===== src/include/sirpc_pkg.sv =====
// Constants, types and decode helpers for the serial infrared pulse codec.
// Assumes a 125 MHz system clock; the crystal is modelled by a clock divider.
package sirpc_pkg;

  localparam int CLK_HZ  = 125_000_000;
  localparam int XTAL_HZ = 3_686_400;
  // Nearest whole count of system clocks per emulated crystal cycle.
  localparam int XTAL_CLKS = (CLK_HZ + XTAL_HZ / 2) / XTAL_HZ;
  localparam logic [5:0] XTAL_LAST = 6'(XTAL_CLKS - 1);

  localparam logic [3:0] CELL_LAST  = 4'hF;
  localparam logic [3:0] CELL_HALF  = 4'h8;
  localparam logic [2:0] PW_316     = 3'h3;
  localparam logic [2:0] PW_FIXED   = 3'h6;
  localparam logic [3:0] IDLE_CELLS = 4'hA;

  localparam logic [1:0] REG_CTRL   = 2'h0;
  localparam logic [1:0] REG_STATUS = 2'h1;
  localparam int CTRL_RATE    = 0;
  localparam int CTRL_CLK_SEL = 3;
  localparam int CTRL_FIXED   = 4;
  localparam int CTRL_PD      = 5;
  localparam logic [5:0] CTRL_RST = 6'h00;
  localparam int ST_OVR = 3;

  localparam int SY_TX   = 0;
  localparam int SY_IR   = 1;
  localparam int SY_BAUD = 2;
  localparam int SY_RST  = 3;
  localparam int SY_N    = 4;
  // Idle levels: serial line high, codec reset released, others low.
  localparam logic [3:0] SYNC_IDLE = 4'h9;

  typedef enum logic [0:0] {ENC_IDLE, ENC_PULSE} sirpc_enc_t;
  typedef enum logic [0:0] {DEC_IDLE, DEC_RUN} sirpc_dec_t;

  // Crystal cycles per 16x baud tick for each rate_select code.
  function automatic logic [4:0] sirpc_rate_div(input logic [2:0] sel);
    case (sel)
      3'h0:    sirpc_rate_div = 5'h02;
      3'h1:    sirpc_rate_div = 5'h04;
      3'h2:    sirpc_rate_div = 5'h06;
      3'h3:    sirpc_rate_div = 5'h0C;
      default: sirpc_rate_div = 5'h18;
    endcase
  endfunction

endpackage


===== src/sirpc_codec.sv =====
// Serial infrared pulse encoder and decoder with an Avalon-MM control slave.
// Assumes the UART and transceiver pins are asynchronous to clk.
//
// Local design decisions: the address map and the Avalon-MM slave port.
`timescale 1ns/1ps
module sirpc_codec
  import sirpc_pkg::*;
(
  input  wire logic        clk,
  input  wire logic        arst_n,
  input  wire logic [1:0]  avs_address,
  input  wire logic        avs_read,
  input  wire logic        avs_write,
  input  wire logic [31:0] avs_writedata,
  input  wire logic [3:0]  avs_byteenable,
  output logic      [31:0] avs_readdata,
  output logic             avs_waitrequest,
  input  wire logic        uart_serial_output,
  output logic             uart_serial_input,
  input  wire logic        ir_pulse_in,
  output logic             ir_pulse_out,
  input  wire logic        baud_x16_clock_in,
  input  wire logic        codec_reset_n,
  output logic             rx_bit_data,
  output logic             rx_bit_valid,
  input  wire logic        rx_bit_ready
);

  logic [SY_N-1:0] pins;
  logic [2:0]      sync_q [SY_N];
  logic [2:0]      sync_d [SY_N];
  logic [SY_N-1:0] lvl_q;
  logic [SY_N-1:0] lvl_d;

  assign pins = {codec_reset_n, baud_x16_clock_in, ir_pulse_in, uart_serial_output};

  // A change counts only once the second and third stages agree.
  for (genvar i = 0; i < SY_N; i++) begin : g_sync
    always_comb begin
      sync_d[i] = {sync_q[i][1:0], pins[i]};
      lvl_d[i]  = (sync_q[i][1] == sync_q[i][2]) ? sync_q[i][2] : lvl_q[i];
    end
    always_ff @(posedge clk or negedge arst_n) begin
      if (!arst_n) begin
        sync_q[i] <= {3{SYNC_IDLE[i]}};
        lvl_q[i]  <= SYNC_IDLE[i];
      end else begin
        sync_q[i] <= sync_d[i];
        lvl_q[i]  <= lvl_d[i];
      end
    end
  end

  logic tx_fall;
  logic ir_rise;
  logic baud_rise;
  logic st_rst;

  assign tx_fall   = lvl_q[SY_TX] & ~lvl_d[SY_TX];
  assign ir_rise   = ~lvl_q[SY_IR] & lvl_d[SY_IR];
  assign baud_rise = ~lvl_q[SY_BAUD] & lvl_d[SY_BAUD];
  assign st_rst    = ~lvl_q[SY_RST];

  logic [5:0] ctrl_q;
  logic [5:0] ctrl_d;
  logic [5:0] osc_cnt_q;
  logic [5:0] osc_cnt_d;
  logic [4:0] div_cnt_q;
  logic [4:0] div_cnt_d;
  logic [4:0] div_last;
  logic       osc_on;
  logic       xtal_tick;
  logic       int_tick;
  logic       tick;
  logic       fixed;

  assign fixed    = ctrl_q[CTRL_FIXED];
  assign div_last = 5'(sirpc_rate_div(ctrl_q[CTRL_RATE +: 3]) - 5'h01);

  always_comb begin
    osc_on    = ~ctrl_q[CTRL_CLK_SEL] & ~ctrl_q[CTRL_PD];
    xtal_tick = osc_on && (osc_cnt_q == XTAL_LAST);
    osc_cnt_d = (!osc_on || xtal_tick) ? 6'h00 : 6'(osc_cnt_q + 6'h01);
    int_tick  = xtal_tick && (div_cnt_q == div_last);
    div_cnt_d = div_cnt_q;
    if (!osc_on) begin
      div_cnt_d = 5'h00;
    end else if (xtal_tick) begin
      div_cnt_d = (div_cnt_q >= div_last) ? 5'h00 : 5'(div_cnt_q + 5'h01);
    end
    // External 16x clock acts on its rising edges only.
    tick = ctrl_q[CTRL_CLK_SEL] ? baud_rise : int_tick;
  end

  always_ff @(posedge clk or negedge arst_n) begin
    if (!arst_n) begin
      osc_cnt_q <= 6'h00;
      div_cnt_q <= 5'h00;
    end else begin
      osc_cnt_q <= osc_cnt_d;
      div_cnt_q <= div_cnt_d;
    end
  end

  sirpc_enc_t enc_q;
  sirpc_enc_t enc_d;
  logic [3:0] ecell_q;
  logic [3:0] ecell_d;
  logic [2:0] pw_q;
  logic [2:0] pw_d;
  logic       irout_q;
  logic       irout_d;
  logic       pw_step;
  logic [2:0] pw_lim;

  always_comb begin
    enc_d   = enc_q;
    ecell_d = ecell_q;
    pw_d    = pw_q;
    irout_d = irout_q;
    pw_step = fixed ? xtal_tick : tick;
    pw_lim  = fixed ? PW_FIXED : PW_316;
    if (st_rst) begin
      enc_d   = ENC_IDLE;
      ecell_d = 4'h0;
      pw_d    = 3'h0;
      irout_d = 1'b0;
    end else begin
      unique case (enc_q)
        ENC_IDLE: begin
          if (tx_fall) begin
            enc_d   = ENC_PULSE;
            ecell_d = 4'h0;
            pw_d    = 3'h0;
            irout_d = 1'b1;
          end
        end
        ENC_PULSE: begin
          if (irout_q && pw_step) begin
            pw_d = 3'(pw_q + 3'h1);
            if (pw_d == pw_lim) begin
              irout_d = 1'b0;
            end
          end
          if (tick) begin
            ecell_d = 4'(ecell_q + 4'h1);
          end
          // Each further low bit cell gets its own pulse.
          if (tx_fall || (tick && ecell_q == CELL_LAST)) begin
            if (tx_fall || !lvl_q[SY_TX]) begin
              ecell_d = 4'h0;
              pw_d    = 3'h0;
              irout_d = 1'b1;
            end else begin
              enc_d   = ENC_IDLE;
              irout_d = 1'b0;
            end
          end
        end
      endcase
    end
  end

  always_ff @(posedge clk or negedge arst_n) begin
    if (!arst_n) begin
      enc_q   <= ENC_IDLE;
      ecell_q <= 4'h0;
      pw_q    <= 3'h0;
      irout_q <= 1'b0;
    end else begin
      enc_q   <= enc_d;
      ecell_q <= ecell_d;
      pw_q    <= pw_d;
      irout_q <= irout_d;
    end
  end

  sirpc_dec_t dec_q;
  sirpc_dec_t dec_d;
  logic [3:0] dcell_q;
  logic [3:0] dcell_d;
  logic [3:0] idle_q;
  logic [3:0] idle_d;
  logic       seen_q;
  logic       seen_d;
  logic       rxout_q;
  logic       rxout_d;
  logic       push_req;
  logic       push_bit;

  // Pulse width is not measured, so both pulse formats decode alike.
  always_comb begin
    dec_d    = dec_q;
    dcell_d  = dcell_q;
    idle_d   = idle_q;
    seen_d   = seen_q;
    rxout_d  = rxout_q;
    push_req = 1'b0;
    push_bit = ~seen_q;
    if (st_rst) begin
      dec_d   = DEC_IDLE;
      dcell_d = 4'h0;
      idle_d  = 4'h0;
      seen_d  = 1'b0;
      rxout_d = 1'b1;
    end else begin
      unique case (dec_q)
        DEC_IDLE: begin
          if (ir_rise) begin
            dec_d   = DEC_RUN;
            dcell_d = 4'h0;
            idle_d  = 4'h0;
            seen_d  = 1'b1;
            rxout_d = 1'b0;
          end
        end
        DEC_RUN: begin
          if (tick) begin
            dcell_d = 4'(dcell_q + 4'h1);
          end
          if (ir_rise) begin
            // A late cell is closed first; an early pulse only realigns.
            push_req = (dcell_q >= CELL_HALF);
            dcell_d  = 4'h0;
            idle_d   = 4'h0;
            seen_d   = 1'b1;
            rxout_d  = 1'b0;
          end else if (tick && dcell_q == CELL_LAST) begin
            push_req = 1'b1;
            seen_d   = 1'b0;
            rxout_d  = 1'b1;
            idle_d   = seen_q ? 4'h0 : 4'(idle_q + 4'h1);
            if (!seen_q && idle_d == IDLE_CELLS) begin
              dec_d = DEC_IDLE;
            end
          end
        end
      endcase
    end
  end

  always_ff @(posedge clk or negedge arst_n) begin
    if (!arst_n) begin
      dec_q   <= DEC_IDLE;
      dcell_q <= 4'h0;
      idle_q  <= 4'h0;
      seen_q  <= 1'b0;
      rxout_q <= 1'b1;
    end else begin
      dec_q   <= dec_d;
      dcell_q <= dcell_d;
      idle_q  <= idle_d;
      seen_q  <= seen_d;
      rxout_q <= rxout_d;
    end
  end

  // Two-entry buffer: an output stage and a spare that absorbs one stall.
  logic out_v_q;
  logic out_v_d;
  logic out_b_q;
  logic out_b_d;
  logic sp_v_q;
  logic sp_v_d;
  logic sp_b_q;
  logic sp_b_d;
  logic overrun;

  always_comb begin
    out_v_d = out_v_q;
    out_b_d = out_b_q;
    sp_v_d  = sp_v_q;
    sp_b_d  = sp_b_q;
    if (out_v_q && rx_bit_ready) begin
      out_v_d = 1'b0;
    end
    if (!out_v_d && sp_v_d) begin
      out_v_d = 1'b1;
      out_b_d = sp_b_q;
      sp_v_d  = 1'b0;
    end
    // The decoder cannot pause the line, so a full buffer is flagged.
    // A slot drained in this cycle is reused at once, so only a truly full buffer drops a bit.
    overrun = push_req & sp_v_d;
    if (push_req && !sp_v_d) begin
      if (!out_v_d) begin
        out_v_d = 1'b1;
        out_b_d = push_bit;
      end else begin
        sp_v_d = 1'b1;
        sp_b_d = push_bit;
      end
    end
  end

  always_ff @(posedge clk or negedge arst_n) begin
    if (!arst_n) begin
      out_v_q <= 1'b0;
      out_b_q <= 1'b1;
      sp_v_q  <= 1'b0;
      sp_b_q  <= 1'b1;
    end else begin
      out_v_q <= out_v_d;
      out_b_q <= out_b_d;
      sp_v_q  <= sp_v_d;
      sp_b_q  <= sp_b_d;
    end
  end

  logic        wait_q;
  logic        wait_d;
  logic [31:0] rdata_q;
  logic [31:0] rdata_d;
  logic        ovr_q;
  logic        ovr_d;
  logic        do_wr;
  logic [4:0]  status;

  assign status = {rxout_q, ovr_q, dec_q == DEC_RUN, enc_q == ENC_PULSE, osc_on};

  // One wait cycle, then the answer; a write lands on the answering edge.
  always_comb begin
    wait_d  = ~(wait_q & (avs_read | avs_write));
    do_wr   = avs_write & ~wait_q & avs_byteenable[0];
    rdata_d = rdata_q;
    if (wait_q && (avs_read || avs_write)) begin
      unique case (avs_address)
        REG_CTRL:   rdata_d = {26'h0000000, ctrl_q};
        REG_STATUS: rdata_d = {27'h0000000, status};
        default:    rdata_d = 32'h00000000;
      endcase
    end
    ctrl_d = (do_wr && avs_address == REG_CTRL) ? avs_writedata[5:0] : ctrl_q;
    // A new overrun wins over a clear in the same cycle.
    ovr_d  = overrun | (ovr_q & ~(do_wr && avs_address == REG_STATUS && avs_writedata[ST_OVR]));
  end

  always_ff @(posedge clk or negedge arst_n) begin
    if (!arst_n) begin
      wait_q  <= 1'b1;
      rdata_q <= 32'h00000000;
      ctrl_q  <= CTRL_RST;
      ovr_q   <= 1'b0;
    end else begin
      wait_q  <= wait_d;
      rdata_q <= rdata_d;
      ctrl_q  <= ctrl_d;
      ovr_q   <= ovr_d;
    end
  end

  assign avs_readdata      = rdata_q;
  assign avs_waitrequest   = wait_q;
  assign uart_serial_input = rxout_q;
  assign ir_pulse_out      = irout_q;
  assign rx_bit_data       = out_b_q;
  assign rx_bit_valid      = out_v_q;

  logic [8:0] hi_len_q;
  localparam int FIX_MIN = (int'(PW_FIXED) - 1) * XTAL_CLKS;

  always_ff @(posedge clk or negedge arst_n) begin
    if (!arst_n) begin
      hi_len_q <= 9'h000;
    end else begin
      hi_len_q <= !irout_q ? 9'h000 : (&hi_len_q ? hi_len_q : 9'(hi_len_q + 9'h001));
    end
  end
endmodule


===== config.mk =====
export PLATFORM = sky130hd
export DESIGN_NAME = sirpc_codec
export DESIGN_NICKNAME = d
export VERILOG_FILES = /design/src/include/sirpc_pkg.sv /design/src/sirpc_codec.sv
export SDC_FILE = /design/constraint.sdc
export NUM_CORES = 1
export LEC_CHECK = 0
export BUFFER_PORTS_ARGS = -buffer_cell sky130_fd_sc_hd__buf_2
export CAP_MARGIN = 20
export CORE_ASPECT_RATIO = 1.5
export CORE_UTILIZATION = 48
export DETAILED_ROUTE_END_ITERATION = 7
export PLACE_DENSITY = 0.77
export SLEW_MARGIN = 20
export SYNTH_ARGS = -nofsm -noshare
export SYNTH_HDL_FRONTEND = slang
export SYNTH_SLANG_ARGS = --single-unit

===== constraint.sdc =====
create_clock -name clk -period 1.95 [get_ports clk]
set_input_delay 0.2925 -clock clk [delete_from_list [all_inputs] [get_ports clk]]
set_output_delay 0.2925 -clock clk [all_outputs]
set_load 0.1 [all_outputs]

After elaboration in Yosys (flattened, before gate mapping)
Index checks and enable logic that the tools add are counted.
{ "op_classes": {"addsub": 7, "n_lt_le_gt_ge": 2, "n_eq_ne": 21, "muxes": 74, "bitwise": 22, "reduce_logical": 28} }
{ "op_table": {"columns": ["operator", "count"], "rows": [
  ["two-way mux 4 bit", 13],
  ["two-way mux 1 bit", 40],
  ["case mux 4 bit (2 select lines)", 3],
  ["case mux 5 bit (4 select lines)", 1],
  ["two-way mux 3 bit", 6],
  ["two-way mux 5 bit", 3],
  ["logical AND 1 bit", 13],
  ["adder 4 x 1 -> 4 bit (second input constant)", 3],
  ["== test 4 bit (second input constant)", 3],
  ["case mux 6 bit (2 select lines)", 1],
  ["NOT 1 bit", 11],
  ["case mux 1 bit (2 select lines)", 5],
  ["bitwise AND 1 bit", 9],
  ["inequality test 4 x 2 -> 1 bit (second input constant)", 2],
  ["adder 6 x 1 -> 6 bit (second input constant)", 1],
  ["== test 3 x 2 -> 1 bit (second input constant)", 2],
  ["== test 6 bit (second input constant)", 1],
  ["two-way mux 6 bit", 1],
  ["inequality test 3 bit (second input constant)", 2],
  ["case mux 3 bit (2 select lines)", 1],
  ["AND reduction 2 bit", 3],
  ["adder 5 x 1 -> 5 bit (second input constant)", 1],
  ["== test 5 bit", 1],
  [">= comparator 5 bit", 1],
  ["other kinds (16)", 27]
]} }
{ "totals": {"register_bits": 91, "out_inout_bits": 37, "wordCells": 181} }

Longest topological paths before layout
Gate-level depths: netlist of run 1.
{ "logic_depth": {"ltp_word": 13, "mapped_depth": 9} }

Worst setup path before layout of run 1
No wires, ideal clock.
{ "synth_path": {"path_type": "register to register", "from": "reg ctrl_q[2]", "to": "reg irout_q, in the netlist ir_pulse_out", "setup_ns": 0.126, "arrival_time_ns": 1.980, "required_time_ns": 1.824, "path_slack_ns": -0.156, "stages_incl_launch_ff": 9, "synth_period_minus_slack_ns": 2.106, "cell_sequence": "dfrtp_1 > inv_1 > ha_1 > and3_1 > nand3_1 > o21ai_2 > o2111ai_2 > o2111ai_1 > mux2_2"} }
{ "synth_via": {"elab_chain_cells": 11, "elab_cells_between_ends": 19, "classes_between": "add/sub: 1; eq/ne: 6; mux: 6; reduce/logical: 6"} }
{ "synth_lines": {"columns": ["item", "line", "text"], "rows": [
  ["start: declaration", "sirpc_codec.sv:64", "logic [5:0] ctrl_q;"],
  ["start signal: assignment", "sirpc_codec.sv:347", "ctrl_q <= ctrl_d;"],
  ["== test 3 x 2 -> 1 bit (tied with other cells)", "sirpc_pkg.sv:39", "case (sel)"],
  ["case mux 5 bit (4 select lines) *", "sirpc_pkg.sv:39", null],
  ["subtractor 5 x 1 -> 5 bit *", "sirpc_codec.sv:78", "assign div_last = 5'(sirpc_rate_div(ctrl_q[CTRL_RATE +: 3]) - 5'h01);"],
  ["== test 5 bit *", "sirpc_codec.sv:84", "int_tick = xtal_tick && (div_cnt_q == div_last);"],
  ["logical AND 1 bit *", "sirpc_codec.sv:84", null],
  ["two-way mux 1 bit *", "sirpc_codec.sv:92", "tick = ctrl_q[CTRL_CLK_SEL] ? baud_rise : int_tick;"],
  ["logical AND 1 bit", "sirpc_codec.sv:149", "if (tx_fall || (tick && ecell_q == CELL_LAST)) begin"],
  ["logical OR 1 bit", "sirpc_codec.sv:149", null],
  ["two-way mux 1 bit", "sirpc_codec.sv:149", null],
  ["case mux 1 bit (2 select lines)", "sirpc_codec.sv:129", "unique case (enc_q)"],
  ["two-way mux 1 bit", "sirpc_codec.sv:123", "if (st_rst) begin"],
  ["end signal: assignment", "sirpc_codec.sv:174", "irout_q <= irout_d;"],
  ["end: declaration", "sirpc_codec.sv:111", "logic irout_q;"]
]} }
Mark *: on every way between the ends. The rest lies on a longest branch, timed or not.
A chain may end at the register's enable or synchronous reset.

Final worst setup path of run 1
{ "layout_path": {"from": "reg ctrl_q[2]", "to": "reg out_b_q, in the netlist rx_bit_data"} }
{ "layout_via": {"elab_chain_cells": 13, "elab_cells_between_ends": 16, "classes_between": "add/sub: 1; eq/ne: 4; mux: 7; reduce/logical: 4"} }
{ "layout_lines": {"columns": ["item", "line", "text"], "rows": [
  ["== test 3 x 2 -> 1 bit (tied with other cells)", "sirpc_pkg.sv:39", null],
  ["case mux 5 bit (4 select lines) *", "sirpc_pkg.sv:39", null],
  ["subtractor 5 x 1 -> 5 bit *", "sirpc_codec.sv:78", null],
  ["== test 5 bit *", "sirpc_codec.sv:84", null],
  ["logical AND 1 bit *", "sirpc_codec.sv:84", null],
  ["two-way mux 1 bit *", "sirpc_codec.sv:92", null],
  ["logical AND 1 bit *", "sirpc_codec.sv:228", "end else if (tick && dcell_q == CELL_LAST) begin"],
  ["two-way mux 1 bit *", "sirpc_codec.sv:228", null],
  ["two-way mux 1 bit *", "sirpc_codec.sv:221", "if (ir_rise) begin"],
  ["two-way mux 1 bit *", "sirpc_codec.sv:207", "unique case (dec_q)"],
  ["two-way mux 1 bit *", "sirpc_codec.sv:200", "if (st_rst) begin"],
  ["logical AND 1 bit *", "sirpc_codec.sv:285", "if (push_req && !sp_v_d) begin"],
  ["two-way mux 1 bit *", "sirpc_codec.sv:285", null],
  ["net out_b_d", "sirpc_codec.sv:262", "logic out_b_d;"],
  ["end signal: assignment", "sirpc_codec.sv:304", "out_b_q <= out_b_d;"],
  ["end: declaration", "sirpc_codec.sv:261", "logic out_b_q;"]
]} }
Mark *: on every way through the listed nets, which the timed path passes. The rest lies on a longest branch.

==> results of run 1 <==
[metal layers]
metal	share of wire [%]	vias to the layer above
met4	2.9	0
met2	53	83
met3	4.7	18
met1	39	1163
li1	-	1126
met5	0	-
[final timing paths]
path	endpoint	slack [ps]	cells past startpoint
setup / recovery	rx_bit_data	-190	8
hold / removal	sync_d[10]	40	1
setup reg to reg	rx_bit_data	-190	8
hold reg to reg	sync_d[5]	350	0
max in group asynchronous	avs_waitrequest	880	3
min in group asynchronous	ecell_q[3]	420	2
[logic make-up after synthesis]
kind of cell               Yosys count
and+or+nand+nor                    101
DFF                                 65
buffers and inverters               41
AOI/OAI and AO/OA                   38
muxes                               18
adders and majority gates           17
xor gates and xnor gates            16
other                                1
[power breakdown]
part           switching [mW]  internal (mW)  total, mW  leakage [nW]
sequential              0.114           1.48       1.59         0.826
clock                   0.479          0.792       1.27         0.111
combinational           0.758          0.333       1.09          1.03
total                    1.35           2.60       3.95          1.97
[sequential cells by signal, indices dropped and copies added, names as in the netlist, 3 cells and up]
| register | flops |
|---|---|
| sync_d | 8 |
| avs_readdata | 6 |
| ctrl_q | 6 |
| osc_cnt_q | 6 |
| div_cnt_q | 5 |
| dcell_q | 4 |
| ecell_q | 4 |
| idle_q | 4 |
| lvl_q | 4 |
| sync_q | 4 |
| pw_q | 3 |
[final cells by class]
type / count / area (um^2)
fill: 507 / 2336
sequential: 65 / 1643
multi-input combinational: 216 / 1634
timing repair buffer: 70 / 518.0
clock buffer: 14 / 162.7
tap: 76 / 95.09
clock inverter: 2 / 60.06
inverter: 10 / 37.54
[critical path, cell delays in order, from the launching register on]
cell and delay, ps:
dfrtp_1 430, nor2_2 80, ha_1 300, and3_4 180, nand3_4 80, o211ai_1 190
and4bb_2 290, mux2_4 310, o221a_4 210
[per-stage QoR]
| stage | setup slack [ps] | TNS (ps) | util, % | instance area [um^2] | instances |
|---|---|---|---|---|---|
| after detailed placement | -200.2 | -1304 | 55.50 | 3600 | 425 |
| final | -191.6 | -2272 | 63.99 | 4150 | 453 |
| after floorplan | -81.49 | -124.2 | - | 3342 | 322 |
| after CTS | -145.0 | -922.7 | 61.07 | 3961 | 448 |
| after global placement | -122.0 | -650.3 | 55.50 | 3600 | 425 |
| after global routing | -282.7 | -4461 | 63.99 | 4150 | 453 |
[layout by cell type, fill, tap and decap left out, types with 6 or more instances in the layout]
cell | Yosys | final
dfrtp_1 | 53 | 52
buf_4 | 26 | 32
buf_2 | 1 | 28
nand2_1 | 30 | 26
conb_1 | 1 | 26
nor2_1 | 23 | 19
dfstp_2 | 12 | 12
nand3_1 | 19 | 11
mux2i_1 | 11 | 11
clkbuf_8 | 0 | 11
ha_1 | 12 | 10
xor2_1 | 11 | 9
inv_1 | 10 | 8
nand3_2 | 1 | 7
o21ai_0 | 11 | 7
a21oi_1 | 9 | 6
buf_6 | 0 | 6
[repair_timing]
item,4_1_cts,5_1_grt
gates resized for setup,14,38
pin swaps,9,28
endpoints found under the hold margin,13,0
setup buffers,6,4
gates cloned,0,1
hold buffers,1,0
endpoints found under the setup margin,21,29
[cell usage after synthesis (6+ instances only)]
| cell type | count |
|---|---|
| buf_4 | 26 |
| xor2_1 | 11 |
| inv_1 | 10 |
| mux2_2 | 7 |
| ha_1 | 12 |
| dfrtp_1 | 53 |
| nor2_1 | 23 |
| a21oi_1 | 9 |
| mux2i_1 | 11 |
| and3_1 | 6 |
| nand2_1 | 30 |
| dfstp_2 | 12 |
| o21ai_0 | 11 |
| nand3_1 | 19 |
==> flow_summary.yaml, run 1 <==
yosys:
  synth.largest_area_cell: "dfrtp_1"
  synth_area_leaders: "dfrtp_1 (41%), dfstp_2 (9.8%), buf_4 (6.1%), ha_1 (4.7%), nand2_1 (3.5%)"
  synth_top_flop_cell: "dfrtp_1"
  synth-edff-count: 0
  syn-cell-area_um2: 3218
  ys_warn_count: 0
  synthMuxAreaShare_pct: 5.871
  yosys.area_share.simple_pct: 16.56
  seq_area_frac_synth_pct: 51.01
  ys_seq_elements: 65
  yosysTopAreaCellShare_pct: 41.21
  avgSynthCellArea_um2: 10.84
  synthAdderAreaFrac_pct: 6.221
  synth_cell_type_count: 48
  synthArstFlopShare_pct: 100.0
  synthXorXnorAreaFrac_pct: 4.355
  synth_compound_area_share_pct: 8.009
  synth_top_family_by_area: "simple AND/OR/NAND/NOR gates"
  synth_cells: 297
power_and_ir_drop:
  total_power_mw: 3.952
  p_per_area_nw_per_um2: 952.1
  peakVddDrop_mv: 0.6108
  p_leak_nw: 1.968
route:
  vias: 2390
  drtIter0Drc: 138
  post_drt_wl_per_cell_um: 14.34
  avgViaCountPerCell: 5.276
  postRouteWirelength_um: 6495
  firstDrtPassIters: 4
  final_antenna_net_count: 0
  drc: 0
outcome:
  failed_checks: "setup timing"
  status: "complete, but fails checks"
critical_path:
  crit_path_max_fanout: 4
  arrival_ps: 2410
  cp.required_ps: 2220
  cp-end-kind: "flip-flop"
  startpoint: "ctrl_q[2]"
  startpoint_type: "flip-flop"
  r2r_start: "ctrl_q[2]"
  critical_path_class: "flip-flop to flip-flop"
grt:
  grtUsageMet1_pct: 21.39
  grt_antenna_before_repair: 0
  grt_max_degree: 33
  busiest_layer: "met2"
  grt_pass1_wl_um: 10330
  track_usage_pct: 20.23
  grt_use_met2_pct: 35.03
  grtUsageMet3_pct: 6.362
  grt_overflow_total: 0
  grt_pass1_vias: 2295
sta:
  setup_viol: 22
  whs_ps: 44.82
  hold_violations: 0
  max_freq_mhz: 467.0
  worst_slack_ps: -191.6
  finalCritPeriodShare_pct: 109.8
  min_period_ps: 2142
  grt_setup_unrepaired: "true"
  drv_slew: 0
  fin_skew_ps: 7.686
clock_tree:
  clockBufferDepth: 2
  htree_levels: 3
  cts_root_buf: "clkbuf_8"
  cts_tree: "yes"
  cts.reportedPaths.clkPinSlew_ps: 70
  cts.sinks: 65
  insertion_delay_ps: 340
  cts_made_buffers: 9
layout:
  areaGrowthSynthToFinish_pct: 28.97
  antenna_cells: 0
  nets: 431
  drive_above_1_share_pct: 38.73
placed_design:
  place_hpwl_um: 4341
  port_buffers: 28
  place.gp.congestion: 0.8571
floorplan:
  rows: 36
  core_area_um2: 6486
  chipHeight_um: 102.3
  die_x_um: 68.86
  ios: 84
  die_area_um2: 7042
  start_util_pct: 49.61
job:
  drv_cap: 0
hold_path:
  hp-start: "uart_serial_output"
  holdCritPathClass: "input port to flip-flop"
No activity file was read; power rests on OpenSTA's default activity.
==> run 2: changes to the inputs <==
--- a/config.mk
+++ b/config.mk
@@ -8,9 +8,10 @@
 export BUFFER_PORTS_ARGS = -buffer_cell sky130_fd_sc_hd__buf_2
 export CAP_MARGIN = 20
 export CORE_ASPECT_RATIO = 1.5
-export CORE_UTILIZATION = 48
+export CORE_UTILIZATION = 55
 export DETAILED_ROUTE_END_ITERATION = 7
-export PLACE_DENSITY = 0.77
+export GPL_ROUTABILITY_DRIVEN = 1
+export PLACE_DENSITY = 0.84
 export SLEW_MARGIN = 20
 export SYNTH_ARGS = -nofsm -noshare
 export SYNTH_HDL_FRONTEND = slang
==> constraint.sdc (replaced) <==
create_clock -name clk -period 2.6 [get_ports clk]
set_input_delay 0.39 -clock clk [delete_from_list [all_inputs] [get_ports clk]]
set_output_delay 0.39 -clock clk [all_outputs]
set_load 0.1 [all_outputs]
==> run 2 against run 1 <==
- the run now ends clean
- final cell count down 9.3%
- critical endpoint is now ir_pulse_out
- first-iteration DRC count down 27%
- non-clock buffer count down 36
- largest power group unchanged
==> flow_summary.yaml, run 2 (synthesis gave the netlist of run 1 again) <==
outcome:
  status: "finished clean"
power_and_ir_drop:
  p_per_area_nw_per_um2: 786.0
  peakVddDrop_mv: 0.5037
  p_leak_nw: 1.747
  total_power_mw: 2.833
grt:
  grt_pass1_vias: 2068
  grt_max_degree: 66
  grt_antenna_before_repair: 0
  track_usage_pct: 19.68
  grt_overflow_total: 0
  grt_pass1_wl_um: 9087
clock_tree:
  insertion_delay_ps: 340
  cts_tree: "yes"
  post_cts_buffers: 0
  clockBufferDepth: 2
  cts_made_buffers: 9
  htree_levels: 3
  cts.repair.resized: 0
  holdBufCountCts: 0
  cts.reportedPaths.clkPinSlew_ps: 70
  cts_root_buf: "clkbuf_8"
  cts.sinks: 65
route:
  post_drt_wl_per_cell_um: 12.79
  final_antenna_net_count: 0
  drtIter0Drc: 101
  postRouteWirelength_um: 5256
  firstDrtPassIters: 4
  drc: 0
  avgViaCountPerCell: 5.311
  vias: 2183
placed_design:
  pre_cts_ws_ps: 240.4
  place_hpwl_um: 3789
  placed_cells: 395
  port_buffers: 28
  place.gp.congestion: 0.8008
critical_path:
  startpoint_type: "flip-flop"
  critical-path-top-delay-family: "compound AO/OA/AOI/OAI gates"
  arrival_ps: 2570
  cpMaxStageDelayCell: "dfrtp_1"
  cp.required_ps: 2810
  critical_path_class: "flip-flop to flip-flop"
  crit_path_max_fanout: 6
  cp-end-kind: "flip-flop"
  critPathBufInv: 1
  crit_path_cell_trace: "inv_1 -> ha_1 -> and3_1 -> nand3_1 -> o21ai_2 -> o2111ai_2 -> o2111ai_1 -> mux2_2"
  critPathMaxStageDelay_ps: 400
sta:
  min_period_ps: 2354
  fin_skew_ps: 11.52
  finalCritPeriodShare_pct: 90.53
  slew-limit-headroom_pct: 46.76
  setup_viol: 0
  max_freq_mhz: 424.9
  worst_slew_pin_slew_ps: 798.6
  drv_slew: 0
  whs_ps: 155.1
  setup_tns_ps: 0
  hold_violations: 0
  grt_setup_unrepaired: "false"
  worst_slack_ps: 246.3
layout:
  final_cell_mix: "dfrtp_1 (53), nand2_1 (30), buf_2 (28)"
  nets: 395
  largest_reg_flops: 8
  areaGrowthSynthToFinish_pct: 12.01
  antenna_cells: 0
  instances_no_fill: 411
  drive_above_1_share_pct: 22.58
  fillers: 434
  final_common_cell: "dfrtp_1"
floorplan:
  die_x_um: 64.46
  chipHeight_um: 95.69
  rows: 33
  die_area_um2: 6167
  core_area_um2: 5533
  ios: 84
  start_util_pct: 58.16
hold_path:
  holdCritPathClass: "input port to flip-flop"
job:
  drv_cap: 0
run 2: cell count changes in the layout (fill, tap and decap cells not counted), moves of 4 or more:
| cell | before | now |
|---|---|---|
| buf_4 | 32 | 6 |
| buf_6 | 6 | 0 |
| nand3_2 | 7 | 1 |
| nor2_1 | 19 | 23 |
| nand3_1 | 11 | 19 |
| nand2_1 | 26 | 30 |
| o21ai_0 | 7 | 11 |
run 2: layout make-up:
type	instances	area, um^2	area share (%)
Sequential cell	65	1642	45.54
Multi-Input combinational cell	216	1418	39.33
Timing Repair Buffer	34	185.2	5.137
Clock buffer	11	131.4	3.645
Clock inverter	5	103.9	2.881
Tap cell	70	87.58	2.430
Inverter	10	37.54	1.041
run 2: per-layer routing:
layer	GRT usage [%]	vias up	wire, um
li1	-	1063	-
met1	22.76	1051	2215
met2	34.12	56	2740
met3	3.349	13	182
met4	11.30	0	117
met5	0	-	0
run 2: worst reg2reg max path, cell delays in order, from the launching register on:
cell       delay [ps]
dfrtp_1           400
inv_1              80
ha_1              300
and3_1            160
nand3_1           150
o21ai_2           320
o2111ai_2         220
o2111ai_1         250
mux2_2            350
run 2: metrics by stage:
stage                     util [%]  area [um^2]
after floorplan                  -         3312
after global placement       60.90         3369
after detailed placement     60.90         3369
after CTS                    65.15         3605
after global routing         65.15         3605
final                        65.15         3605
run 2: power breakdown:
| group | leakage, nW | switching (mW) | internal, mW |
|---|---|---|---|
| Combinational | 0.802 | 0.488 | 0.146 |
| Clock | 0.118 | 0.369 | 0.638 |
| Sequential | 0.827 | 0.0855 | 1.11 |
| Total | 1.75 | 0.943 | 1.89 |
run 2: path summary, 6_finish.rpt:
kind / startpoint / to / slack (ps) / cells past startpoint
setup / recovery: ctrl_q[2] / ir_pulse_out / 250 / 8
hold / removal: uart_serial_output / sync_d[10] / 160 / 1
setup reg to reg: ctrl_q[2] / ir_pulse_out / 250 / 8
hold reg to reg: sync_d[4] / sync_d[5] / 350 / 0
max in group asynchronous: arst_n / ecell_q[3] / 1850 / 2
min in group asynchronous: arst_n / osc_cnt_q[1] / 220 / 2
==> run 3: changes to the inputs <==
--- a/config.mk
+++ b/config.mk
@@ -12,6 +12,7 @@
 export DETAILED_ROUTE_END_ITERATION = 7
 export GPL_ROUTABILITY_DRIVEN = 1
 export PLACE_DENSITY = 0.84
+export REMOVE_ABC_BUFFERS = 1
 export SLEW_MARGIN = 20
 export SYNTH_ARGS = -nofsm -noshare
 export SYNTH_HDL_FRONTEND = slang
==> run 3 against run 2 <==
- wire length increased by 8.9%
- critical endpoint unchanged
- combinational power increased by 2%
- sequential power about the same
- count of clock-buffer cells in the layout increased by 2
- maximum frequency increased by 1.9%
- die area unchanged
- largest cell class unchanged
- critical path type unchanged
- via count increased by 1.3%
==> flow_summary.yaml, run 3 (synthesis gave the netlist of run 1 again) <==
sta:
  setup_tns_ps: 0
  worst_slew_pin_slew_ps: 814.0
  grt_setup_unrepaired: "false"
  worst_slack_ps: 289.8
  fin_skew_ps: 8.557
  slew-limit-headroom_pct: 45.73
  finalCritPeriodShare_pct: 88.85
  drv_slew: 0
  setup_viol: 0
  min_period_ps: 2310
  hold_violations: 0
  whs_ps: 148.5
  max_freq_mhz: 432.9
layout:
  antenna_cells: 0
  regArea_um2: 1642
  fillers: 460
  largest_reg_flops: 8
  drive_above_1_share_pct: 22.29
  instances_no_fill: 411
  nets: 395
  final_common_cell: "dfrtp_1"
  final_cell_mix: "dfrtp_1 (53), nand2_1 (30), buf_2 (28)"
  areaGrowthSynthToFinish_pct: 10.58
  multi_input_area_um2: 1418
power_and_ir_drop:
  p_leak_nw: 1.727
  peakVddDrop_mv: 0.5031
  p_per_area_nw_per_um2: 750.3
  total_power_mw: 2.670
grt:
  track_usage_pct: 20.42
  grt_pass1_vias: 2088
  grt_pass1_wl_um: 9384
  grt_max_degree: 66
  grt_overflow_total: 0
  grt_antenna_before_repair: 0
clock_tree:
  cts.repair.resized: 0
  holdBufCountCts: 0
  cts_made_buffers: 9
  clockBufferDepth: 2
  cts.sinks: 65
  cts_tree: "yes"
  insertion_delay_ps: 340
  cts.reportedPaths.clkPinSlew_ps: 70
  cts_root_buf: "clkbuf_8"
  post_cts_buffers: 0
  htree_levels: 3
critical_path:
  startpoint_type: "flip-flop"
  cp-end-kind: "flip-flop"
  crit_path_max_fanout: 5
  r2r_end: "ir_pulse_out"
  r2r_setup_slack_ps: 290
  r2r_start: "ctrl_q[2]"
  critical_path_class: "flip-flop to flip-flop"
  ff2ff_path_depth: 8
  cp.required_ps: 2820
  arrival_ps: 2530
floorplan:
  core_area_um2: 5533
  chipHeight_um: 95.69
  start_util_pct: 58.16
  rows: 33
  die_x_um: 64.46
  ios: 84
  die_area_um2: 6167
route:
  final_antenna_net_count: 0
  post_drt_wl_per_cell_um: 13.92
  drc: 0
  postRouteWirelength_um: 5722
  vias: 2212
  avgViaCountPerCell: 5.382
  firstDrtPassIters: 4
  drtIter0Drc: 99
placed_design:
  place_hpwl_um: 3915
  port_buffers: 28
  placed_cells: 395
  place.gp.congestion: 0.8079
  pre_cts_ws_ps: 341.0
outcome:
  status: "finished clean"
hold_path:
  hp-start: "uart_serial_output"
  hold_depth: 1
  holdCritPathClass: "input port to flip-flop"
  min_to: "sync_d[10]"
job:
  drv_cap: 0
## run 3: final cells by class
type                       count  share of cell area [%]
sequential                    65                   46.13
multi-input combinational    216                   39.84
timing repair buffer          34                   5.204
clock buffer                  13                   4.184
tap                           70                   2.461
clock inverter                 3                   1.125
inverter                      10                   1.055
## run 3: worst max-delay path: stages, from the launching register on
cell	delay [ps]
dfrtp_1	410
inv_1	110
nand3_1	100
ha_1	330
nand3_1	150
o21ai_2	250
o2111ai_2	200
o2111ai_1	270
mux2_2	360
## run 3: per-stage QoR
step | area (um^2) | utilization [%]
floorplan | 3097 | -
global placement | 3369 | 60.90
detailed placement | 3369 | 60.90
CTS | 3558 | 64.31
global route | 3558 | 64.31
finish | 3558 | 64.31
## run 3: worst max-delay path by stage
stage	startpoint	endpoint	slack [ps]
6_report	ctrl_q[2]	ir_pulse_out	290
4_1_cts	ctrl_q[2]	rx_bit_data	290
3_3_place_gp	ctrl_q[2]	rx_bit_data	400
2_1_floorplan	ctrl_q[2]	ir_pulse_out	300
3_5_place_dp	ctrl_q[2]	rx_bit_data	340
5_1_grt	ctrl_q[2]	rx_bit_data	150
## run 3: routing by layer
| layer | share of wire, % | wire [um] | up-vias | track usage, % |
|---|---|---|---|---|
| li1 | - | - | 1057 | - |
| met1 | 42 | 2414 | 1075 | 23.29 |
| met2 | 52 | 2952 | 65 | 35.00 |
| met3 | 3.6 | 208 | 15 | 5.263 |
| met4 | 2.6 | 146 | 0 | 10.56 |
| met5 | 0 | 0 | - | 0 |
## run 3: where the power goes
group          switching, mW  internal, mW  total, mW  leakage [nW]
Clock                  0.362         0.467      0.829        0.0974
Combinational          0.500         0.146      0.646         0.802
Sequential            0.0876          1.11       1.19         0.827
